### config.mk
export PLATFORM = sky130hd
export DESIGN_NAME = prio_irq_host
export DESIGN_NICKNAME = d
export VERILOG_FILES = /design/src/shared/prio_host_pkg.sv /design/src/hw/pin_cycle_engine.sv /design/src/hw/prio_irq_host.sv
export SDC_FILE = /design/constraint.sdc
export NUM_CORES = 1
export LEC_CHECK = 0
export BUFFER_PORTS_ARGS = -buffer_cell sky130_fd_sc_hd__buf_2
export CAP_MARGIN = 20
export CELL_PAD_IN_SITES_DETAIL_PLACEMENT = 1
export CELL_PAD_IN_SITES_GLOBAL_PLACEMENT = 1
export CORE_MARGIN = 10
export CORE_UTILIZATION = 40
export CTS_CLUSTER_SIZE = 8
export DETAILED_ROUTE_END_ITERATION = 6
export MAX_ROUTING_LAYER = met4
export PLACE_DENSITY = 0.73
export SKIP_CTS_REPAIR_TIMING = 1
export SLEW_MARGIN = 25
export SYNTH_ARGS = -nofsm -noshare
export SYNTH_HDL_FRONTEND = slang
export SYNTH_SLANG_ARGS = --single-unit
### constraint.sdc
create_clock -name clk_sys -period 5.5 [get_ports clk_sys]
set_input_delay 0.275 -clock clk_sys [delete_from_list [all_inputs] [get_ports clk_sys]]
set_output_delay 0.275 -clock clk_sys [all_outputs]
set_load 0.02 [all_outputs]
### src/shared/prio_host_pkg.sv
package prio_host_pkg;

    // ------------------------------------------------------------------
    // Clock and pin timing
    // ------------------------------------------------------------------
    localparam int CLK_MHZ        = 100;
    localparam int T_SETUP_NS     = 40;
    localparam int T_STROBE_NS    = 300;
    localparam int T_HOLD_NS      = 40;
    localparam int T_RESET_NS     = 2000;
    localparam int T_QUIET_NS     = 40;
    // Least times round up to whole cycles
    localparam int SETUP_CYC  = (T_SETUP_NS * CLK_MHZ + 999) / 1000;
    localparam int STROBE_CYC = (T_STROBE_NS * CLK_MHZ + 999) / 1000;
    localparam int HOLD_CYC   = (T_HOLD_NS * CLK_MHZ + 999) / 1000;
    localparam logic [7:0] RESET_CYC =
        8'((T_RESET_NS * CLK_MHZ + 999) / 1000);
    localparam logic [7:0] QUIET_CYC =
        8'((T_QUIET_NS * CLK_MHZ + 999) / 1000);

    // ------------------------------------------------------------------
    // Device register select codes
    // ------------------------------------------------------------------
    localparam logic [2:0] SEL_PORT_A = 3'h0;
    localparam logic [2:0] SEL_PORT_B = 3'h1;
    localparam logic [2:0] SEL_PORT_C = 3'h2;
    localparam logic [2:0] SEL_DIR_A  = 3'h3;
    localparam logic [2:0] SEL_MASK   = 3'h5;
    localparam logic [2:0] SEL_CTRL   = 3'h6;
    localparam logic [2:0] SEL_AIR    = 3'h7;
    localparam int         CR_MODE_BIT = 0;
    localparam int         CR_PRIO_BIT = 1;
    localparam logic [2:0] STACK_DEPTH = 3'h5;

    // ------------------------------------------------------------------
    // Controller's own registers
    // ------------------------------------------------------------------
    localparam logic [3:0] OFF_CMD     = 4'h0;
    localparam logic [3:0] OFF_WDATA   = 4'h1;
    localparam logic [3:0] OFF_STATUS  = 4'h2;
    localparam logic [3:0] OFF_RDATA   = 4'h3;
    localparam logic [3:0] OFF_RESET   = 4'h4;
    localparam logic [3:0] OFF_OPTIONS = 4'h5;
    localparam logic [3:0] OFF_AIRVAL  = 4'h6;
    localparam int CMD_SEL_LSB  = 0;
    localparam int CMD_READ_BIT = 3;
    localparam int OPT_AUTO_SVC   = 0;
    localparam int OPT_AUTO_CLEAR = 1;
    localparam int OPT_GUARD      = 2;
    localparam logic [2:0] OPT_RESET = 3'h6;
    localparam int ST_BUSY      = 0;
    localparam int ST_IRQ       = 1;
    localparam int ST_RESETTING = 2;
    localparam int ST_REFUSED   = 3;
    localparam int ST_WARN      = 4;
    localparam int ST_DEPTH_LSB = 5;

endpackage

### src/hw/pin_cycle_engine.sv
module pin_cycle_engine #(
    parameter int SETUP_CYC  = prio_host_pkg::SETUP_CYC,
    parameter int STROBE_CYC = prio_host_pkg::STROBE_CYC,
    parameter int HOLD_CYC   = prio_host_pkg::HOLD_CYC
) (
    input  wire logic       clk_sys,
    input  wire logic       rst,
    input  wire logic       start,
    input  wire logic       startRead,
    input  wire logic [2:0] startSel,
    input  wire logic [7:0] startData,
    output logic            busy,
    output logic            done,
    output logic [7:0]      readData,
    output logic            csN,
    output logic            rwOut,
    output logic [2:0]      selOut,
    output logic [7:0]      dbOut,
    output logic            dbOe,
    input  wire logic [7:0] dbIn
);

    if (SETUP_CYC < 1 || STROBE_CYC < 3 || HOLD_CYC < 1 ||
        SETUP_CYC > 255 || STROBE_CYC > 255 || HOLD_CYC > 255)
    begin : badTiming
        $error("pin_cycle_engine: timing counts out of range");
    end

    typedef enum {PH_IDLE, PH_SETUP, PH_STROBE, PH_HOLD} phase_e;
    phase_e     phase;
    logic [7:0] count;
    logic [7:0] dbMeta;
    logic [7:0] dbSync;
    logic       lastCycle;

    assign lastCycle = (count == 8'h00);

    // ------------------------------------------------------------------
    // Phase sequencing
    // ------------------------------------------------------------------
    always_ff @(posedge clk_sys or posedge rst)
    begin
        if (rst)
        begin
            phase <= PH_IDLE;
            count <= 8'h00;
        end
        else
        begin
            unique case (phase)
                PH_IDLE:
                if (start)
                begin
                    phase <= PH_SETUP;
                    count <= 8'(SETUP_CYC - 1);
                end
                PH_SETUP:
                if (lastCycle)
                begin
                    phase <= PH_STROBE;
                    count <= 8'(STROBE_CYC - 1);
                end
                else
                    count <= count - 8'h01;
                PH_STROBE:
                if (lastCycle)
                begin
                    phase <= PH_HOLD;
                    count <= 8'(HOLD_CYC - 1);
                end
                else
                    count <= count - 8'h01;
                PH_HOLD:
                if (lastCycle)
                    phase <= PH_IDLE;
                else
                    count <= count - 8'h01;
            endcase
        end
    end

    // ------------------------------------------------------------------
    // Pins: select and direction settle before the strobe falls
    // ------------------------------------------------------------------
    always_ff @(posedge clk_sys or posedge rst)
    begin
        if (rst)
        begin
            csN   <= 1'b1;
            rwOut <= 1'b1;
            selOut <= 3'h0;
            dbOut <= 8'h00;
            dbOe  <= 1'b0;
            busy  <= 1'b0;
            done  <= 1'b0;
        end
        else
        begin
            done <= 1'b0;
            if (phase == PH_IDLE && start)
            begin
                rwOut <= startRead;
                selOut <= startSel;
                dbOut <= startData;
                dbOe  <= !startRead;
                busy  <= 1'b1;
            end
            if (phase == PH_SETUP && lastCycle)
                csN <= 1'b0;
            if (phase == PH_STROBE && lastCycle)
                csN <= 1'b1;
            if (phase == PH_HOLD && lastCycle)
            begin
                dbOe <= 1'b0;
                busy <= 1'b0;
                done <= 1'b1;
            end
        end
    end

    // ------------------------------------------------------------------
    // Read capture through a two-stage synchroniser
    // ------------------------------------------------------------------
    always_ff @(posedge clk_sys or posedge rst)
    begin
        if (rst)
        begin
            dbMeta   <= 8'h00;
            dbSync   <= 8'h00;
            readData <= 8'h00;
        end
        else
        begin
            dbMeta <= dbIn;
            dbSync <= dbMeta;
            if (phase == PH_STROBE && lastCycle && rwOut)
                readData <= dbSync;
        end
    end

    rwStable_a: assert property (@(posedge clk_sys) disable iff (rst)
        !csN && !$past(csN) |-> $stable(rwOut) && $stable(selOut))
        else $error("direction or select moved while strobe low");

    setupFirst_a: assert property (@(posedge clk_sys) disable iff (rst)
        $fell(csN) |-> $past(busy) && $stable(rwOut) && $stable(selOut))
        else $error("strobe fell without settled select");

    strobeLen_a: assert property (@(posedge clk_sys) disable iff (rst)
        $fell(csN) |-> (!csN)[*3])
        else $error("strobe low phase too short");

    readNoDrive_a: assert property (@(posedge clk_sys) disable iff (rst)
        !csN && rwOut |-> !dbOe)
        else $error("data bus driven during a read");

    writeHold_a: assert property (@(posedge clk_sys) disable iff (rst)
        $rose(csN) && !rwOut |-> dbOe && $stable(dbOut))
        else $error("write data not held at strobe rise");

endmodule // pin_cycle_engine

### src/hw/prio_irq_host.sv
// Summary of operation
// Device latches inputs zero to two on falls
// Device edge select chooses edge for three, four
// Device mask register enables latches with ones
// Masked latches still set by input edges
// Reading active register clears it and latches
// Read active register only to start service
// Without priority, first unmasked latch raises request
// Remaining latches restart sequence after the read
// With priority, only highest pending enters register
// Priority read pushes register onto five-deep stack
// Write to active register pops the stack
// Write active register when each service ends
// Lower pending interrupts wait for higher ones
// Higher interrupt nests immediately with new request
// Low reset pin clears all device registers
// Write port value before enabling outputs
// Clear port C latches after entering interrupt mode
// No port A reads or port B writes early
// Settle select and direction before chip select
// Direction line steady while chip select low
// Device takes write data as select rises
// Device ignores value written to active register
// Request output open drain, released by read
// Port C reads latches, zero bits clear them
// Mode bit turns port C into interrupt controller
module prio_irq_host (
    input  wire logic       clk_sys,
    input  wire logic       rst,
    input  wire logic [3:0] regAddr,
    input  wire logic [7:0] regWrData,
    input  wire logic       regWr,
    input  wire logic       regRd,
    output logic [7:0]      regRdData,
    output logic            resetPinN,
    output logic            csN,
    output logic            rwOut,
    output logic [2:0]      selOut,
    output logic [7:0]      dbOut,
    output logic            dbOe,
    input  wire logic [7:0] dbIn,
    input  wire logic       irqPinN
);

    typedef enum {SQ_IDLE, SQ_RUN, SQ_QUIET} seq_e;
    typedef enum {KIND_SW, KIND_SVC, KIND_CLEAR} kind_e;

    seq_e       state;
    kind_e      kind;
    logic       engStart;
    logic       engRead;
    logic [2:0] engSel;
    logic [7:0] engData;
    logic       engBusy;
    logic       engDone;
    logic [7:0] engReadData;
    logic       irqMeta;
    logic       irqSync;
    logic       irqActive;
    logic [7:0] resetCount;
    logic [2:0] options;
    logic [7:0] wrData;
    logic [7:0] lastRead;
    logic [7:0] airCaptured;
    logic       newAir;
    logic [2:0] depth;
    logic [2:0] portWritten;
    logic       refused;
    logic       orderWarn;
    logic       clearPending;
    logic [7:0] quiet;
    logic       swReq;
    logic [2:0] swSel;
    logic       swRead;
    logic       guardHit;
    logic       swGo;
    logic       svcGo;
    logic       resetting;
    logic       airWrite;

    assign irqActive = !irqSync;
    assign resetting = !resetPinN;
    assign swReq     = regWr && regAddr == prio_host_pkg::OFF_CMD;
    assign swSel     = regWrData[prio_host_pkg::CMD_SEL_LSB +: 3];
    assign swRead    = regWrData[prio_host_pkg::CMD_READ_BIT];
    assign guardHit  = options[prio_host_pkg::OPT_GUARD] &&
        ((swSel == prio_host_pkg::SEL_PORT_A && swRead) ||
         (swSel == prio_host_pkg::SEL_PORT_B && !swRead));
    assign swGo      = swReq && state == SQ_IDLE && !clearPending &&
        !resetting && !guardHit;
    assign svcGo     = options[prio_host_pkg::OPT_AUTO_SVC] && irqActive &&
        depth < prio_host_pkg::STACK_DEPTH;
    assign airWrite  = engDone && !engRead &&
        engSel == prio_host_pkg::SEL_AIR;

    // ------------------------------------------------------------------
    // Request line synchroniser
    // ------------------------------------------------------------------
    always_ff @(posedge clk_sys or posedge rst)
    begin
        if (rst)
        begin
            irqMeta <= 1'b1;
            irqSync <= 1'b1;
        end
        else
        begin
            irqMeta <= irqPinN;
            irqSync <= irqMeta;
        end
    end

    // ------------------------------------------------------------------
    // Device reset pulse, also issued at power-up
    // ------------------------------------------------------------------
    always_ff @(posedge clk_sys or posedge rst)
    begin
        if (rst)
        begin
            resetPinN  <= 1'b0;
            resetCount <= prio_host_pkg::RESET_CYC - 8'h01;
        end
        else if (regWr && regAddr == prio_host_pkg::OFF_RESET)
        begin
            resetPinN  <= 1'b0;
            resetCount <= prio_host_pkg::RESET_CYC - 8'h01;
        end
        else if (resetting)
        begin
            if (resetCount == 8'h00)
                resetPinN <= 1'b1;
            else
                resetCount <= resetCount - 8'h01;
        end
    end

    // ------------------------------------------------------------------
    // Access sequencer
    // ------------------------------------------------------------------
    always_ff @(posedge clk_sys or posedge rst)
    begin
        if (rst)
        begin
            state    <= SQ_IDLE;
            kind     <= KIND_SW;
            engStart <= 1'b0;
            engRead  <= 1'b1;
            engSel   <= 3'h0;
            engData  <= 8'h00;
            quiet    <= 8'h00;
        end
        else
        begin
            engStart <= 1'b0;
            unique case (state)
                SQ_IDLE:
                if (!resetting)
                begin
                    if (clearPending)
                    begin
                        engStart <= 1'b1;
                        engRead  <= 1'b0;
                        engSel   <= prio_host_pkg::SEL_PORT_C;
                        engData  <= 8'h00;
                        kind     <= KIND_CLEAR;
                        state    <= SQ_RUN;
                    end
                    else if (swGo)
                    begin
                        engStart <= 1'b1;
                        engRead  <= swRead;
                        engSel   <= swSel;
                        engData  <= wrData;
                        kind     <= KIND_SW;
                        state    <= SQ_RUN;
                    end
                    else if (svcGo)
                    begin
                        engStart <= 1'b1;
                        engRead  <= 1'b1;
                        engSel   <= prio_host_pkg::SEL_AIR;
                        kind     <= KIND_SVC;
                        state    <= SQ_RUN;
                    end
                end
                SQ_RUN:
                if (engDone)
                begin
                    state <= SQ_QUIET;
                    quiet <= prio_host_pkg::QUIET_CYC;
                end
                SQ_QUIET:
                if (quiet == 8'h00)
                    state <= SQ_IDLE;
                else
                    quiet <= quiet - 8'h01;
            endcase
        end
    end

    // ------------------------------------------------------------------
    // Completion effects: stack depth, captures, follow-up clear
    // ------------------------------------------------------------------
    always_ff @(posedge clk_sys or posedge rst)
    begin
        if (rst)
        begin
            depth        <= 3'h0;
            lastRead     <= 8'h00;
            airCaptured  <= 8'h00;
            clearPending <= 1'b0;
            portWritten  <= 3'h0;
        end
        else if (resetting)
        begin
            depth        <= 3'h0;
            clearPending <= 1'b0;
            portWritten  <= 3'h0;
        end
        else
        begin
            if (engDone && engRead && engSel == prio_host_pkg::SEL_AIR &&
                depth < prio_host_pkg::STACK_DEPTH)
                depth <= depth + 3'h1;
            else if (airWrite && depth != 3'h0)
                depth <= depth - 3'h1;
            if (engDone && engRead && kind == KIND_SW)
                lastRead <= engReadData;
            if (engDone && kind == KIND_SVC)
                airCaptured <= engReadData;
            if (engDone && !engRead && engSel == prio_host_pkg::SEL_CTRL &&
                engData[prio_host_pkg::CR_MODE_BIT] &&
                options[prio_host_pkg::OPT_AUTO_CLEAR])
                clearPending <= 1'b1;
            else if (state == SQ_IDLE && clearPending)
                clearPending <= 1'b0;
            if (engDone && !engRead && engSel <= prio_host_pkg::SEL_PORT_C)
                portWritten[engSel[1:0]] <= 1'b1;
        end
    end

    // ------------------------------------------------------------------
    // Register port: writes, sticky flags and read data
    // ------------------------------------------------------------------
    always_ff @(posedge clk_sys or posedge rst)
    begin
        if (rst)
        begin
            options   <= prio_host_pkg::OPT_RESET;
            wrData    <= 8'h00;
            refused   <= 1'b0;
            orderWarn <= 1'b0;
            newAir    <= 1'b0;
        end
        else
        begin
            if (regWr && regAddr == prio_host_pkg::OFF_OPTIONS)
                options <= regWrData[2:0];
            if (regWr && regAddr == prio_host_pkg::OFF_WDATA)
                wrData <= regWrData;
            if (swReq && !swGo)
                refused <= 1'b1;
            else if (regWr && regAddr == prio_host_pkg::OFF_STATUS &&
                     regWrData[prio_host_pkg::ST_REFUSED])
                refused <= 1'b0;
            if (swGo && !swRead && swSel >= prio_host_pkg::SEL_DIR_A &&
                swSel <= prio_host_pkg::SEL_MASK && wrData != 8'h00 &&
                !portWritten[2'(swSel - prio_host_pkg::SEL_DIR_A)])
                orderWarn <= 1'b1;
            else if (regWr && regAddr == prio_host_pkg::OFF_STATUS &&
                     regWrData[prio_host_pkg::ST_WARN])
                orderWarn <= 1'b0;
            if (engDone && kind == KIND_SVC)
                newAir <= 1'b1;
            else if (regRd && regAddr == prio_host_pkg::OFF_AIRVAL)
                newAir <= 1'b0;
        end
    end

    always_ff @(posedge clk_sys or posedge rst)
    begin
        if (rst)
            regRdData <= 8'h00;
        else if (regRd)
        begin
            unique case (regAddr)
                prio_host_pkg::OFF_WDATA:   regRdData <= wrData;
                prio_host_pkg::OFF_STATUS:
                    regRdData <= {depth, orderWarn, refused, resetting,
                                  irqActive,
                                  state != SQ_IDLE || clearPending};
                prio_host_pkg::OFF_RDATA:   regRdData <= lastRead;
                prio_host_pkg::OFF_OPTIONS: regRdData <= {5'h00, options};
                prio_host_pkg::OFF_AIRVAL:
                    regRdData <= {newAir, airCaptured[6:0]};
                default:                    regRdData <= 8'h00;
            endcase
        end
        else
            regRdData <= 8'h00;
    end

    // ------------------------------------------------------------------
    // Pin cycle engine
    // ------------------------------------------------------------------
    pin_cycle_engine engine (
        .clk_sys   (clk_sys),
        .rst       (rst),
        .start     (engStart),
        .startRead (engRead),
        .startSel  (engSel),
        .startData (engData),
        .busy      (engBusy),
        .done      (engDone),
        .readData  (engReadData),
        .csN       (csN),
        .rwOut     (rwOut),
        .selOut    (selOut),
        .dbOut     (dbOut),
        .dbOe      (dbOe),
        .dbIn      (dbIn)
    );

    svcOnIrq_a: assert property (@(posedge clk_sys) disable iff (rst)
        engStart && kind == KIND_SVC |-> $past(irqActive) &&
        $past(depth) < prio_host_pkg::STACK_DEPTH)
        else $error("service read without pending request");

    airWriteDepth_a: assert property (@(posedge clk_sys) disable iff (rst)
        engStart && !engRead && engSel == prio_host_pkg::SEL_AIR &&
        kind == KIND_SW |=> engBusy)
        else $error("service-complete write not launched");

    modeClear_a: assert property (@(posedge clk_sys) disable iff (rst)
        engDone && !engRead && engSel == prio_host_pkg::SEL_CTRL &&
        engData[0] && options[1] && !resetting
        |-> ##[1:12] engStart && engSel == prio_host_pkg::SEL_PORT_C &&
        engData == 8'h00 && !engRead)
        else $error("latch clear did not follow mode entry");

    guardBlock_a: assert property (@(posedge clk_sys) disable iff (rst)
        swReq && guardHit |=> !(engStart && kind == KIND_SW) && refused)
        else $error("guarded port access was launched");

    resetPulse_a: assert property (@(posedge clk_sys) disable iff (rst)
        $fell(resetPinN) |-> (!resetPinN)[*8] ##1 csN)
        else $error("device reset pulse too short");

    depthTrack_a: assert property (@(posedge clk_sys) disable iff (rst)
        airWrite && !resetting && $past(depth) != 3'h0 && depth != 3'h0
        |=> depth == $past(depth) - 3'h1)
        else $error("stack depth not popped by write");

endmodule // prio_irq_host

== Yosys cells after proc, flatten, opt, wreduce, memory -nomap -nowiden ==
Cells that the tools add are included.
Operators by class
  reduce and logical (&&, ||, !) cells: 82
  equal/unequal tests: 33
  order comparisons: 7
  $add $sub $neg: 6
  mux-type cells: 66
  bitwise operators: 1
Operator list (number)
  32-bit 2-to-1 mux: 12
  32-bit by 2-bit equality test with 1-bit output (second input constant): 5
  32-bit logical NOT: 5
  32-bit case mux with 4 select lines: 1
  8-bit 2-to-1 mux: 12
  32-bit case mux with 3 select lines: 1
  32-bit by 1-bit equality test with 1-bit output (second input constant): 2
  32-bit by 3-bit equality test with 1-bit output (second input constant): 2
  1-bit logical AND: 42
  8-bit case mux with 5 select lines: 1
  8-bit case mux with 4 select lines: 1
  32-bit nonzero test: 1
  1-bit 2-to-1 mux: 27
  8-bit logical NOT: 3
  3-bit 2-to-1 mux: 8
  8-bit by 1-bit subtractor with 8-bit output (second input constant): 3
  8-bit case mux with 2 select lines: 1
  2-bit nonzero test: 7
  4-bit by 3-bit equality test with 1-bit output (second input constant): 3
  2-bit by 1-bit != test with 1-bit output (second input constant): 6
  2-bit != test (second input constant): 6
  3-bit AND reduction: 3
  4-bit by 2-bit equality test with 1-bit output (second input constant): 2
  1-bit logical NOT: 8
  24 further kinds: 33
Storage, ports and cells
  input port bits: 25
  register bits after elaboration: 219
  output and inout bits: 23
  word-level logic and storage cells: 228

== Logic depth before layout (Yosys ltp) ==
Gate-level depths: netlist (run 1).
  word-level depth: 12
  depth in mapped cells: 8
  mapped depth without buffers: 6

== Hierarchy ==
Synthesis (run 1) repeated with hierarchy kept, for this count alone.
Unflattened totals
  cells, all modules: 532
  area, all modules: 6277.3 um^2
Modules (own cells, without submodules)
  prio_irq_host: sequential area each 2014.4 um^2, cells an instance 378, times used 1, area an instance 4170.2 um^2
  pin_cycle_engine: sequential area each 1253.7 um^2, cells an instance 154, times used 1, area an instance 2107.0 um^2

== Worst setup path after synthesis (run 1) ==
No wires, ideal clock.
  kind: reg-to-reg
  start point: register engine.count[0]
  end point: register engine.readData[0]
  period minus slack after synthesis: 1.872 ns
  stages on the path, launching flop included: 9
  required time: 5.375 ns
  slack: 3.628 ns
  path buffers: 2
  data arrival time: 1.747 ns
  setup time: 0.125 ns
  cell sequence: dfrtp_1 > inv_1 > ha_1 > nor3b_2 > and2_1 > buf_6 > and3_4 > buf_12 > mux2_4
Between the ends
  word-level cells in the longest chain between the ends: 3
RTL lines
  start, declared: line pin_cycle_engine.sv:31  | logic [7:0] count;
  start signal, assigned: line pin_cycle_engine.sv:55  | count <= 8'(SETUP_CYC - 1);
  start signal, assigned: line pin_cycle_engine.sv:61  | count <= 8'(STROBE_CYC - 1);
  start signal, assigned: line pin_cycle_engine.sv:64  | count <= count - 8'h01;
  8-bit logical NOT: line pin_cycle_engine.sv:36  | assign lastCycle = (count == 8'h00);
  1-bit logical AND (2 in a row): line pin_cycle_engine.sv:136  | if (phase == PH_STROBE && lastCycle && rwOut)
  end signal, assigned: line pin_cycle_engine.sv:137  | readData <= dbSync;
  end, declared: line pin_cycle_engine.sv:14  | output logic [7:0] readData,
No other way between the ends.
A chain may end at the register's enable or synchronous reset.

== Final worst setup path (run 1) ==
  start point: register engine.phase[0]
  end point: register engine.phase[1]
Between the ends
  word-level cells in the longest chain between the ends: 3
  elaborated cells on any way between the ends: 10
  those cells by class: eq/ne (7); mux (1); reduce/logical (2)
RTL lines
  start, declared: line pin_cycle_engine.sv:30  | phase_e phase;
  start signal, assigned: line pin_cycle_engine.sv:45  | phase <= PH_IDLE;
  start signal, assigned: line pin_cycle_engine.sv:54  | phase <= PH_SETUP;
  start signal, assigned: line pin_cycle_engine.sv:60  | phase <= PH_STROBE;
  32-bit by 2-bit equality test with 1-bit output (tied with other cells): line pin_cycle_engine.sv:50  | unique case (phase)
  2-bit by 1-bit != test with 1-bit output (no source line) / 2-bit != test (equally long branches)
  4-bit AND reduction (no source line)
Several ways; a longest one is shown, not always the timed one.

==> results of run 1 <==
cells in the mapped netlist (3+ instances only):
master	n	area, sq um
a22oi_1	5	37.5
a21oi_1	29	145
and3_1	4	25.0
a211oi_1	3	22.5
nor2_1	28	105
ha_1	18	225
xnor2_1	5	43.8
a311oi_1	3	26.3
nand3_1	11	55.1
mux2i_1	10	100
o21ai_0	25	125
nor3_1	11	55.1
inv_1	28	105
nor2b_1	20	125
nand2b_1	6	37.5
nor4_4	3	63.8
a22o_1	4	35.0
nor4_1	3	18.8
a31oi_1	7	43.8
mux2_2	48	541
nand4_1	3	18.8
clkbuf_1	9	33.8
nor3b_1	4	30.0
dfstp_2	12	315
dfrtp_1	117	2930
nand2_1	30	113
or3_1	4	25.0
a41o_1	3	30.0
o32ai_1	4	35.0
and2_1	3	18.8
mux2_4	8	120
buf_2	7	35.0
state kept, by name, summed over array words and instances (netlist names), 2 cells and up:
name             count
state                2
engSel               3
resetCount           8
engine.readData      8
engine.dbSync        8
wrData               8
engine.count         8
engine.dbOut         8
engine.selOut        3
engData              8
airCaptured          7
lastRead             8
options              3
portWritten          3
regRdData            8
quiet                8
engine.dbMeta        8
kind                 2
depth                3
engine.phase         2
cells by family (layout without fill, tap and decap cells):
kind of cell               after synthesis  in the layout  synth area share
buffers and inverters                   48            117            0.0345
DFF                                    129            129             0.526
muxes                                   67             67             0.125
AOI/OAI and AO/OA                      111            111             0.130
and+or+nand+nor                        147            147             0.138
adders and majority gates               19             19            0.0397
xor gates and xnor gates                 5              5           0.00710
path summary, 6_finish.rpt:
kind                                              from                          end  slack [ns]  depth (start not counted)
setup / recovery           engine.phase[0]$_DFFE_PP0P_  engine.phase[1]$_DFFE_PP0P_        3.31                          6
hold / removal                                     rst  engine.dbOut[1]$_DFFE_PP0P_       -0.02                          2
setup reg to reg           engine.phase[0]$_DFFE_PP0P_  engine.phase[1]$_DFFE_PP0P_        3.31                          6
hold reg to reg             engine.dbMeta[3]$_DFF_PP0_   engine.dbSync[3]$_DFF_PP0_        0.35                          0
max in group asynchronous                          rst    resetCount[3]$_DFFE_PP0P_        4.18                          3
min in group clk_sys                      regWrData[5]        wrData[5]$_DFFE_PP0P_        0.09                          2
worst reg2reg max path: stages, from the launching register on:
cell and delay [ns]:
dfrtp_1 0.39, inv_1 0.11, ha_1 0.28, nor3_1 0.65, a21oi_1 0.08, nor2_1 0.21, mux2_2 0.37
area by class of cell:
type                            count  share of cell area
Multi-Input combinational cell    349               0.376
Sequential cell                   129               0.449
Timing Repair Buffer               57              0.0461
Clock buffer                       18              0.0595
Clock inverter                     14              0.0217
Tap cell                          188              0.0326
Inverter                           28              0.0149
power groups by stage:
stage / Sequential (W) / Combinational, W / Clock [W]
2_1_floorplan: 0.00120 / 0.000530 / 0
3_5_place_dp: 0.00124 / 0.000672 / 0
4_1_cts: 0.00123 / 0.000679 / 0.00114
6_report: 0.00123 / 0.000677 / 0.00112
5_1_grt: 0.00125 / 0.000770 / 0.00119
3_3_place_gp: 0.00123 / 0.000638 / 0
per-stage QoR:
step	hold WS (ns)	utilization	power [W]	instance area, sq um
6_report	-0.0162	0.477	0.00302	7220
3_3_place_gp	0.334	0.432	0.00187	6540
2_1_floorplan	0.279	-	0.00173	6170
4_1_cts	-0.0562	0.471	0.00304	7130
5_1_grt	0.0533	0.477	0.00321	7220
3_5_place_dp	0.336	0.432	0.00191	6540
layer usage:
metal	GRT usage	vias up	wire (um)	part of all wire
met2	0.263	71	7880	0.52
met5	-	-	0	0
met1	0.187	2247	6640	0.44
met3	0.0335	25	346	0.023
li1	-	2021	-	-
met4	0.0633	0	306	0.020
==> run_results.csv, run 1 <==
group,metric,value,unit
finish,most-common-layout-cells,"dfrtp_1 (117), mux2_2 (48), buf_2 (47)",
logic_synthesis,synth_seq_cells,129,
setup_path,path_buf_inv,1,
finish,final_common_cell,"dfrtp_1",
clock_network,cts-buffers-inserted,17,
floorplanning,die-height,144,um
finish,final_cells,783,
clock_network,cts_max_level,4,
status,status,"finished, violations left",
drt,num_vias,4364,
placed_design,dp_worst_setup_slack,3.33,ns
placed_design,place_congestion,0.829,
power_and_ir_drop,power_density,419,nW/um^2
status,violations,"negative hold slack",
power_and_ir_drop,switchingPower,0.000983,W
placed_design,dp_hpwl,11000,um
setup_path,start_kind,"flip-flop",
timing,setup_viol,0,
setup_path,required,5.80,ns
finish,multi_input_area,2710,sq um
setup_path,path_cells,"inv_1 > ha_1 > nor3_1 > a21oi_1 > nor2_1 > mux2_2",
setup_path,cp.arrival,2.49,ns
timing,period_needed,2.19,ns
power_and_ir_drop,vdd.ir_drop.worst,0.282,mV
drt,drc,0,
power_and_ir_drop,p_clk_frac,0.370,
finish,drive_above_1_share,0.286,
grt,grt_max_degree,69,
timing,worst_slack,3.31,ns
clock_network,worstSkewPairLatency,0.42,ns
logic_synthesis,ys_async_sr_fraction,1.00,
placed_design,io_buffers,47,
logic_synthesis,avgSynthCellArea,11.7,sq um
finish,n_fill_cell,1576,
grt,grt_pass1_wl,25300,um
timing,final_hold_viol_count,6,
finish,antenna_cells,0,
placed_design,placed_cells,742,
floorplanning,initial_core_util,0.407,
setup_path,cp_slowest_stage_delay,0.65,ns
logic_synthesis,netlist_area,6170,sq um
logic_synthesis,synth_cell_types,73,
grt,grt_use_total,0.159,
logic_synthesis,syn_inst,526,
logic_synthesis,ys.flop_type,"dfrtp_1",
timing,rsz0062_at_grt,"false",
drt,dr.first_iter.drc_count,250,
floorplanning,die_w,144,um
power_and_ir_drop,power.internal,0.00204,W
clock_network,clockRootBuffer,"clkbuf_16",
timing,worstMarginPinSlew,0.856,ns
drt,drt_pass1_iterations,4,
setup_path,critPathSlowestCell,"nor3_1",
grt,antenna_found_initial,0,
finish,layout.nets,626,
floorplanning,top_level_ports,48,
floorplanning,dieArea,20800,sq um
setup_path,end_kind,"flip-flop",
timing,finalMaxSlewViolations,0,
drt,post_drt_wl_per_cell,19.4,um
timing,period_share,0.398,
finish,regArea,3240,sq um
drt,routed_via_density,5.57,
clock_network,numClockSinks,129,
run,max_cap_viol_count,0,
power_and_ir_drop,combPwrFrac,0.224,
floorplanning,core_area,15100,sq um
logic_synthesis,synth_nets,570,
grt,overflow,0,
finish,syn_to_final_growth,17.0,%
setup_path,cp_top_family,"simple AND/OR/NAND/NOR gates",
timing,clock_skew,0.00621,ns
logic_synthesis,ys_seq_area_frac,0.526,
setup_path,path_max_fanout,8,
grt,grt_pass1_vias,4842,
power_and_ir_drop,total_leakage_power,3.32,nW
clock_network,cts_buffer_depth,2,
logic_synthesis,synth-edff-count,0,
timing,holdWs,-0.0162,ns
hold_path,hold_path_class,"input pin to async pin",
drt,drtAntennaViolNets,0,
clock_network,cts_tree,"done",
power_and_ir_drop,seqPwrFrac,0.406,
timing,fmax,457,MHz
setup_path,critical_path_class,"flip-flop to flip-flop",
logic_synthesis,yosys_warnings,0,
timing,slew_headroom,0.429,
floorplanning,placementRows,45,
power_and_ir_drop,switching_share,0.325,
drt,finalWirelength,15200,um
timing,tns,0,ns
clock_network,cts.reportedPaths.clkPinSlew,0.06,ns
Note: power is estimated with default switching activity, not from simulation.
==> inputs of run 2 (changes only) <==
--- a/config.mk
+++ b/config.mk
@@ -14,7 +14,7 @@
 export CTS_CLUSTER_SIZE = 8
 export DETAILED_ROUTE_END_ITERATION = 6
 export MAX_ROUTING_LAYER = met4
-export PLACE_DENSITY = 0.73
+export PLACE_DENSITY = 0.75
 export SKIP_CTS_REPAIR_TIMING = 1
 export SLEW_MARGIN = 25
 export SYNTH_ARGS = -nofsm -noshare
==> constraint.sdc (replaced) <==
create_clock -name clk_sys -period 1.9 [get_ports clk_sys]
set_input_delay 0.095 -clock clk_sys [delete_from_list [all_inputs] [get_ports clk_sys]]
set_output_delay 0.095 -clock clk_sys [all_outputs]
set_load 0.02 [all_outputs]
==> run_results.csv, run 2 (synthesized netlist as in run 1, its figures left out) <==
group,metric,value,unit
status,status,"finished, final reports clean",
timing,final_hold_viol_count,0,
setup_path,path_buf_inv,3,
grt,grt_pass1_vias,5099,
clock_network,cts_max_level,4,
drt,drc,0,
finish,most-common-layout-cells,"dfrtp_1 (117), mux2_2 (48), buf_4 (48)",
timing,period_share,0.985,
setup_path,start_kind,"flip-flop",
grt,overflow,0,
timing,worstMarginPinSlew,0.702,ns
finish,fin_util,0.514,
power_and_ir_drop,power_density,1200,nW/um^2
finish,syn_to_final_growth,26.2,%
clock_network,clockRootBuffer,"clkbuf_16",
drt,drtAntennaViolNets,0,
clock_network,worstSkewPairLatency,0.43,ns
floorplanning,top_level_ports,48,
setup_path,critPathSlowestCell,"or4_1",
clock_network,cts_tree,"done",
drt,drt_pass1_iterations,4,
placed_design,dp_hpwl,11500,um
setup_path,end_kind,"flip-flop",
hold_path,hold_path_class,"input pin to flip-flop",
setup_path,path_max_fanout,8,
hold_path,whs_path_depth,3,
floorplanning,core_area,15100,sq um
floorplanning,initial_core_util,0.407,
timing,finalMaxSlewViolations,0,
clock_network,cts_buffer_depth,2,
floorplanning,die_w,144,um
clock_network,numClockSinks,129,
power_and_ir_drop,vdd.ir_drop.worst,0.651,mV
grt,grt_pass1_wl,27800,um
timing,slew_headroom,0.528,
grt,grt_max_degree,65,
setup_path,required,2.19,ns
timing,clock_skew,0.00767,ns
timing,setup_viol,0,
grt,grt_use_total,0.176,
setup_path,critical_path_class,"flip-flop to flip-flop",
setup_path,cp_slowest_stage_delay,0.42,ns
clock_network,cts-buffers-inserted,17,
clock_network,cts.reportedPaths.clkPinSlew,0.06,ns
drt,dr_wl_met2,9580,um
drt,met1_length,7390,um
setup_path,cp_top_family,"simple AND/OR/NAND/NOR gates",
drt,dr_wl_met3,449,um
setup_path,critical_path.reg2reg.startpoint,"engine.phase[0]$_DFFE_PP0P_",
power_and_ir_drop,total_leakage_power,3.62,nW
setup_path,cp.arrival,2.16,ns
drt,routed_via_density,5.61,
setup_path,ff2ff_setup_slack,0.03,ns
grt,antenna_found_initial,1,
setup_path,r2r_cells,8,
hold_path,min_from,"regWrData[0]",
run,max_cap_viol_count,0,
drt,dr.first_iter.drc_count,386,
finish,drive_above_1_share,0.368,
setup_path,path_depth,8,
finish,final_common_cell,"dfrtp_1",
timing,period_needed,1.87,ns
setup_path,path_cells,"inv_2 > ha_1 > nor2b_1 > buf_4 > buf_4 > or4_1 > a21oi_2 > a311oi_1",
drt,finalWirelength,17600,um
floorplanning,placementRows,45,
drt,route.top_layer_used,"met4",
timing,fmax,534,MHz
drt,post_drt_wl_per_cell,20.9,um
setup_path,startpoint,"engine.phase[0]$_DFFE_PP0P_",
floorplanning,die-height,144,um
drt,num_vias,4720,
finish,layout.nets,683,
setup_path,cpMostUsedCell,"buf_4",
floorplanning,dieArea,20800,sq um
timing,holdWs,0.0304,ns
placed_design,io_buffers,47,
placed_design,place_congestion,0.899,
[run 2: area by class of cell]
class	instances	area [sq um]
clock inverters	15	155
multi-input cells	349	2810
inverters	28	109
clock buffers	17	425
diodes	1	2.50
well taps	188	235
fillers	1579	7360
repair buffers	114	806
flip-flops and latches	129	3240
[run 2: final timing paths]
kind,to
min reg2reg,engine.dbSync[6]$_DFF_PP0_
max in group asynchronous,resetCount[6]$_DFFE_PP1P_
max,engine.count[1]$_DFFE_PP0P_
min,wrData[0]$_DFFE_PP0P_
max reg2reg,engine.count[1]$_DFFE_PP0P_
min in group asynchronous,engine.selOut[2]$_DFFE_PP0P_
[run 2: tightest hold or removal path: stages]
cell and delay, ns:
buf_2 0.14, inv_1 0.08, o21ai_0 0.09
[run 2: stage by stage]
step	setup TNS, ns	power, W	setup slack (ns)	area (sq um)	instances
finish	0	0.00935	0.0278	7790	841
global route	-0.106	0.00988	-0.0237	7790	841
CTS	-0.0394	0.00911	-0.0253	7420	812
detailed placement	-0.292	0.00582	-0.0401	6840	780
global placement	-0.00663	0.00565	-0.00390	6840	780
floorplan	0	0.00501	0.0279	6170	526
[run 2: report_power, final]
part	switching [W]	internal (W)
Sequential	0.000387	0.00313
Combinational	0.00142	0.00118
Clock	0.00146	0.00176
Total	0.00327	0.00608
[run 2: per-layer routing]
layer,track usage,vias to the layer above
li1,-,2132
met1,0.205,2500
met2,0.292,73
met3,0.0410,15
met4,0.0638,0
met5,-,-
==> inputs of run 3 (changes only) <==
--- a/config.mk
+++ b/config.mk
@@ -5,6 +5,7 @@
 export SDC_FILE = /design/constraint.sdc
 export NUM_CORES = 1
 export LEC_CHECK = 0
+export ABC_AREA = 1
 export BUFFER_PORTS_ARGS = -buffer_cell sky130_fd_sc_hd__buf_2
 export CAP_MARGIN = 20
 export CELL_PAD_IN_SITES_DETAIL_PLACEMENT = 1
@@ -14,7 +15,7 @@
 export CTS_CLUSTER_SIZE = 8
 export DETAILED_ROUTE_END_ITERATION = 6
 export MAX_ROUTING_LAYER = met4
-export PLACE_DENSITY = 0.75
+export PLACE_DENSITY = 0.79
 export SKIP_CTS_REPAIR_TIMING = 1
 export SLEW_MARGIN = 25
 export SYNTH_ARGS = -nofsm -noshare
==> run_results.csv, run 3 <==
group,metric,value,unit
timing,period_share,0.933,
hold_path,hold_path_class,"input pin to flip-flop",
logic_synthesis,netlist_area,5970,sq um
drt,drt_pass1_iterations,4,
finish,layout.nets,815,
timing,worstMarginPinSlew,0.484,ns
grt,grt_pass1_wl,26900,um
drt,routed_via_density,5.11,
clock_network,cts_max_level,4,
placed_design,place_congestion,0.820,
grt,busiest_layer,"met2",
logic_synthesis,synth_nets,732,
clock_network,worstSkewPairLatency,0.43,ns
clock_network,cts-buffers-inserted,17,
floorplanning,dieArea,20200,sq um
grt,met1_usage,0.190,
drt,finalWirelength,16200,um
logic_synthesis,ys.flop_type,"dfrtp_1",
timing,slew_headroom,0.677,
finish,most-common-layout-cells,"nand2_1 (179), dfrtp_1 (117), inv_1 (81)",
logic_synthesis,synth_common_cells,"nand2_1 (181), dfrtp_1 (117), inv_1 (82)",
setup_path,cp_top_family,"simple AND/OR/NAND/NOR gates",
setup_path,required,2.21,ns
logic_synthesis,syn_inst,688,
grt,grt_use_total,0.170,
setup_path,path_buf_inv,2,
logic_synthesis,synth-edff-count,0,
floorplanning,top_level_ports,48,
timing,setup_viol,0,
logic_synthesis,synth_largest_area_cell,"dfrtp_1",
floorplanning,die-height,142,um
setup_path,path_cells,"inv_1 > ha_4 > inv_1 > nor3_2 > nand3_2 > nand2_2 > nand2_4 > nand2_1 > o21ai_2",
timing,clock_skew,0.0111,ns
status,status,"finished, final reports clean",
clock_network,cts_tree,"done",
floorplanning,initial_core_util,0.409,
finish,antenna_cells,0,
grt,grt_use_met2,0.289,
grt,grt_max_degree,82,
setup_path,cp_slowest_stage_delay,0.40,ns
setup_path,end_kind,"flip-flop",
finish,drive_above_1_share,0.175,
logic_synthesis,avgSynthCellArea,8.68,sq um
power_and_ir_drop,total_leakage_power,3.63,nW
grt,overflow,0,
timing,final_hold_viol_count,0,
logic_synthesis,synth_seq_cells,129,
placed_design,dp_hpwl,11500,um
grt,antenna_found_initial,0,
logic_synthesis,yosys_warnings,0,
power_and_ir_drop,power_density,1370,nW/um^2
floorplanning,core_area,14600,sq um
setup_path,path_depth,9,
clock_network,cts_buffer_depth,2,
grt,grt_use_met3,0.0384,
timing,fmax,564,MHz
finish,n_fill_cell,1711,
finish,fin_util,0.498,
finish,final_common_cell,"nand2_1",
setup_path,cpMostUsedCell,"inv_1",
floorplanning,placementRows,44,
power_and_ir_drop,vdd.ir_drop.worst,0.770,mV
timing,holdWs,0.0182,ns
clock_network,cts.reportedPaths.clkPinSlew,0.06,ns
drt,dr.first_iter.drc_count,283,
drt,drc,0,
setup_path,cp.arrival,2.09,ns
setup_path,path_max_fanout,17,
clock_network,clockRootBuffer,"clkbuf_16",
logic_synthesis,ys_async_sr_fraction,1.00,
drt,drtAntennaViolNets,0,
logic_synthesis,synth_cell_types,41,
grt,grt_pass1_vias,5354,
logic_synthesis,yosys-top-cells-area,"dfrtp_1 (49%), nand2_1 (11%), dfstp_2 (5.3%), inv_1 (5.2%), o21ai_0 (4.4%)",
timing,period_needed,1.77,ns
drt,post_drt_wl_per_cell,16.7,um
finish,syn_to_final_growth,21.7,%
logic_synthesis,ys_seq_area_frac,0.543,
floorplanning,die_w,142,um
setup_path,critPathSlowestCell,"dfrtp_1",
hold_path,whs_path_depth,3,
clock_network,numClockSinks,129,
placed_design,io_buffers,47,
drt,num_vias,4942,
setup_path,critical_path_class,"flip-flop to flip-flop",
setup_path,r2r_cells,9,
logic_synthesis,synth_top_area_share,0.490,
setup_path,start_kind,"flip-flop",
timing,finalMaxSlewViolations,0,
run,max_cap_viol_count,0,
logic_synthesis,synth_most_common_cell,"nand2_1",
==> run 3: cell types whose count changed after synthesis, sizes merged, moves of 34 or more <==
cell,change
nand2,+154
inv,+58
mux2,-56
o21ai,+44
nor2,+42
nand3,+34
==> run 3: path summary, 6_finish.rpt <==
path	start	to	slack (ns)
worst max-delay path	state[1]$_DFFE_PP0P_	engData[4]$_DFFE_PP0P_	0.13
worst min register to register	engine.dbMeta[5]$_DFF_PP0_	engine.dbSync[5]$_DFF_PP0_	0.35
min in group asynchronous	rst	engine.readData[5]$_DFFE_PP0P_	0.32
max in group asynchronous	rst	engRead$_DFFE_PP1P_	1.13
worst min-delay path	regWrData[1]	engSel[1]$_DFFE_PP0P_	0.02
worst max register to register	state[1]$_DFFE_PP0P_	engData[4]$_DFFE_PP0P_	0.13
==> run 3: worst reg2reg max path, stage by stage, from the launching register on <==
cell and delay [ns]:
dfrtp_1 0.40, inv_1 0.17, ha_4 0.19, inv_1 0.08, nor3_2 0.18, nand3_2 0.18, nand2_2 0.12, nand2_4 0.14
nand2_1 0.14, o21ai_2 0.06
==> run 3: per-stage QoR <==
step / area (sq um) / setup WS, ns / power, W / setup TNS (ns) / cells
6_report: 7270 / 0.127 / 0.00999 / 0 / 968
5_1_grt: 7270 / -0.00319 / 0.0108 / -0.00398 / 968
4_1_cts: 7030 / -0.0487 / 0.00994 / -0.226 / 949
3_5_place_dp: 6470 / -0.0386 / 0.00677 / -0.0431 / 917
3_3_place_gp: 6470 / 0.155 / 0.00647 / 0 / 917
2_1_floorplan: 5980 / 0.220 / 0.00589 / 0 / 688
==> run 3: cells by family (layout without fill, tap and decap cells) <==
| kind of cell | Yosys count | count (layout) | share of synthesized area |
|---|---|---|---|
| AOI/OAI and AO/OA | 113 | 113 | 0.110 |
| xor gates and xnor gates | 9 | 9 | 0.0132 |
| adders and majority gates | 19 | 19 | 0.0411 |
| buffers and inverters | 98 | 194 | 0.0652 |
| DFF | 129 | 129 | 0.543 |
| muxes | 1 | 1 | 0.00189 |
| and+or+nand+nor | 319 | 319 | 0.226 |
==> run 3: power breakdown <==
group | leakage, nW | internal [W] | switching (W)
Clock | 0.270 | 0.00175 | 0.00135
Sequential | 1.65 | 0.00332 | 0.000417
Combinational | 1.71 | 0.00112 | 0.00203
Total | 3.63 | 0.00620 | 0.00379
==> run 3: final cells by class <==
cell class,instances,area [sq um],share of cell area
flip-flops and latches,129,3240,0.446
multi-input cells,461,2390,0.328
repair buffers,74,513,0.0706
clock buffers,19,443,0.0610
inverters,88,334,0.0460
well taps,184,230,0.0317
clock inverters,13,116,0.0160
==> run 3: routing by layer <==
| metal | vias up | part of all wire |
|---|---|---|
| met5 | - | 0 |
| met4 | 0 | 0.023 |
| li1 | 2362 | - |
| met1 | 2463 | 0.42 |
| met3 | 27 | 0.030 |
| met2 | 90 | 0.53 |
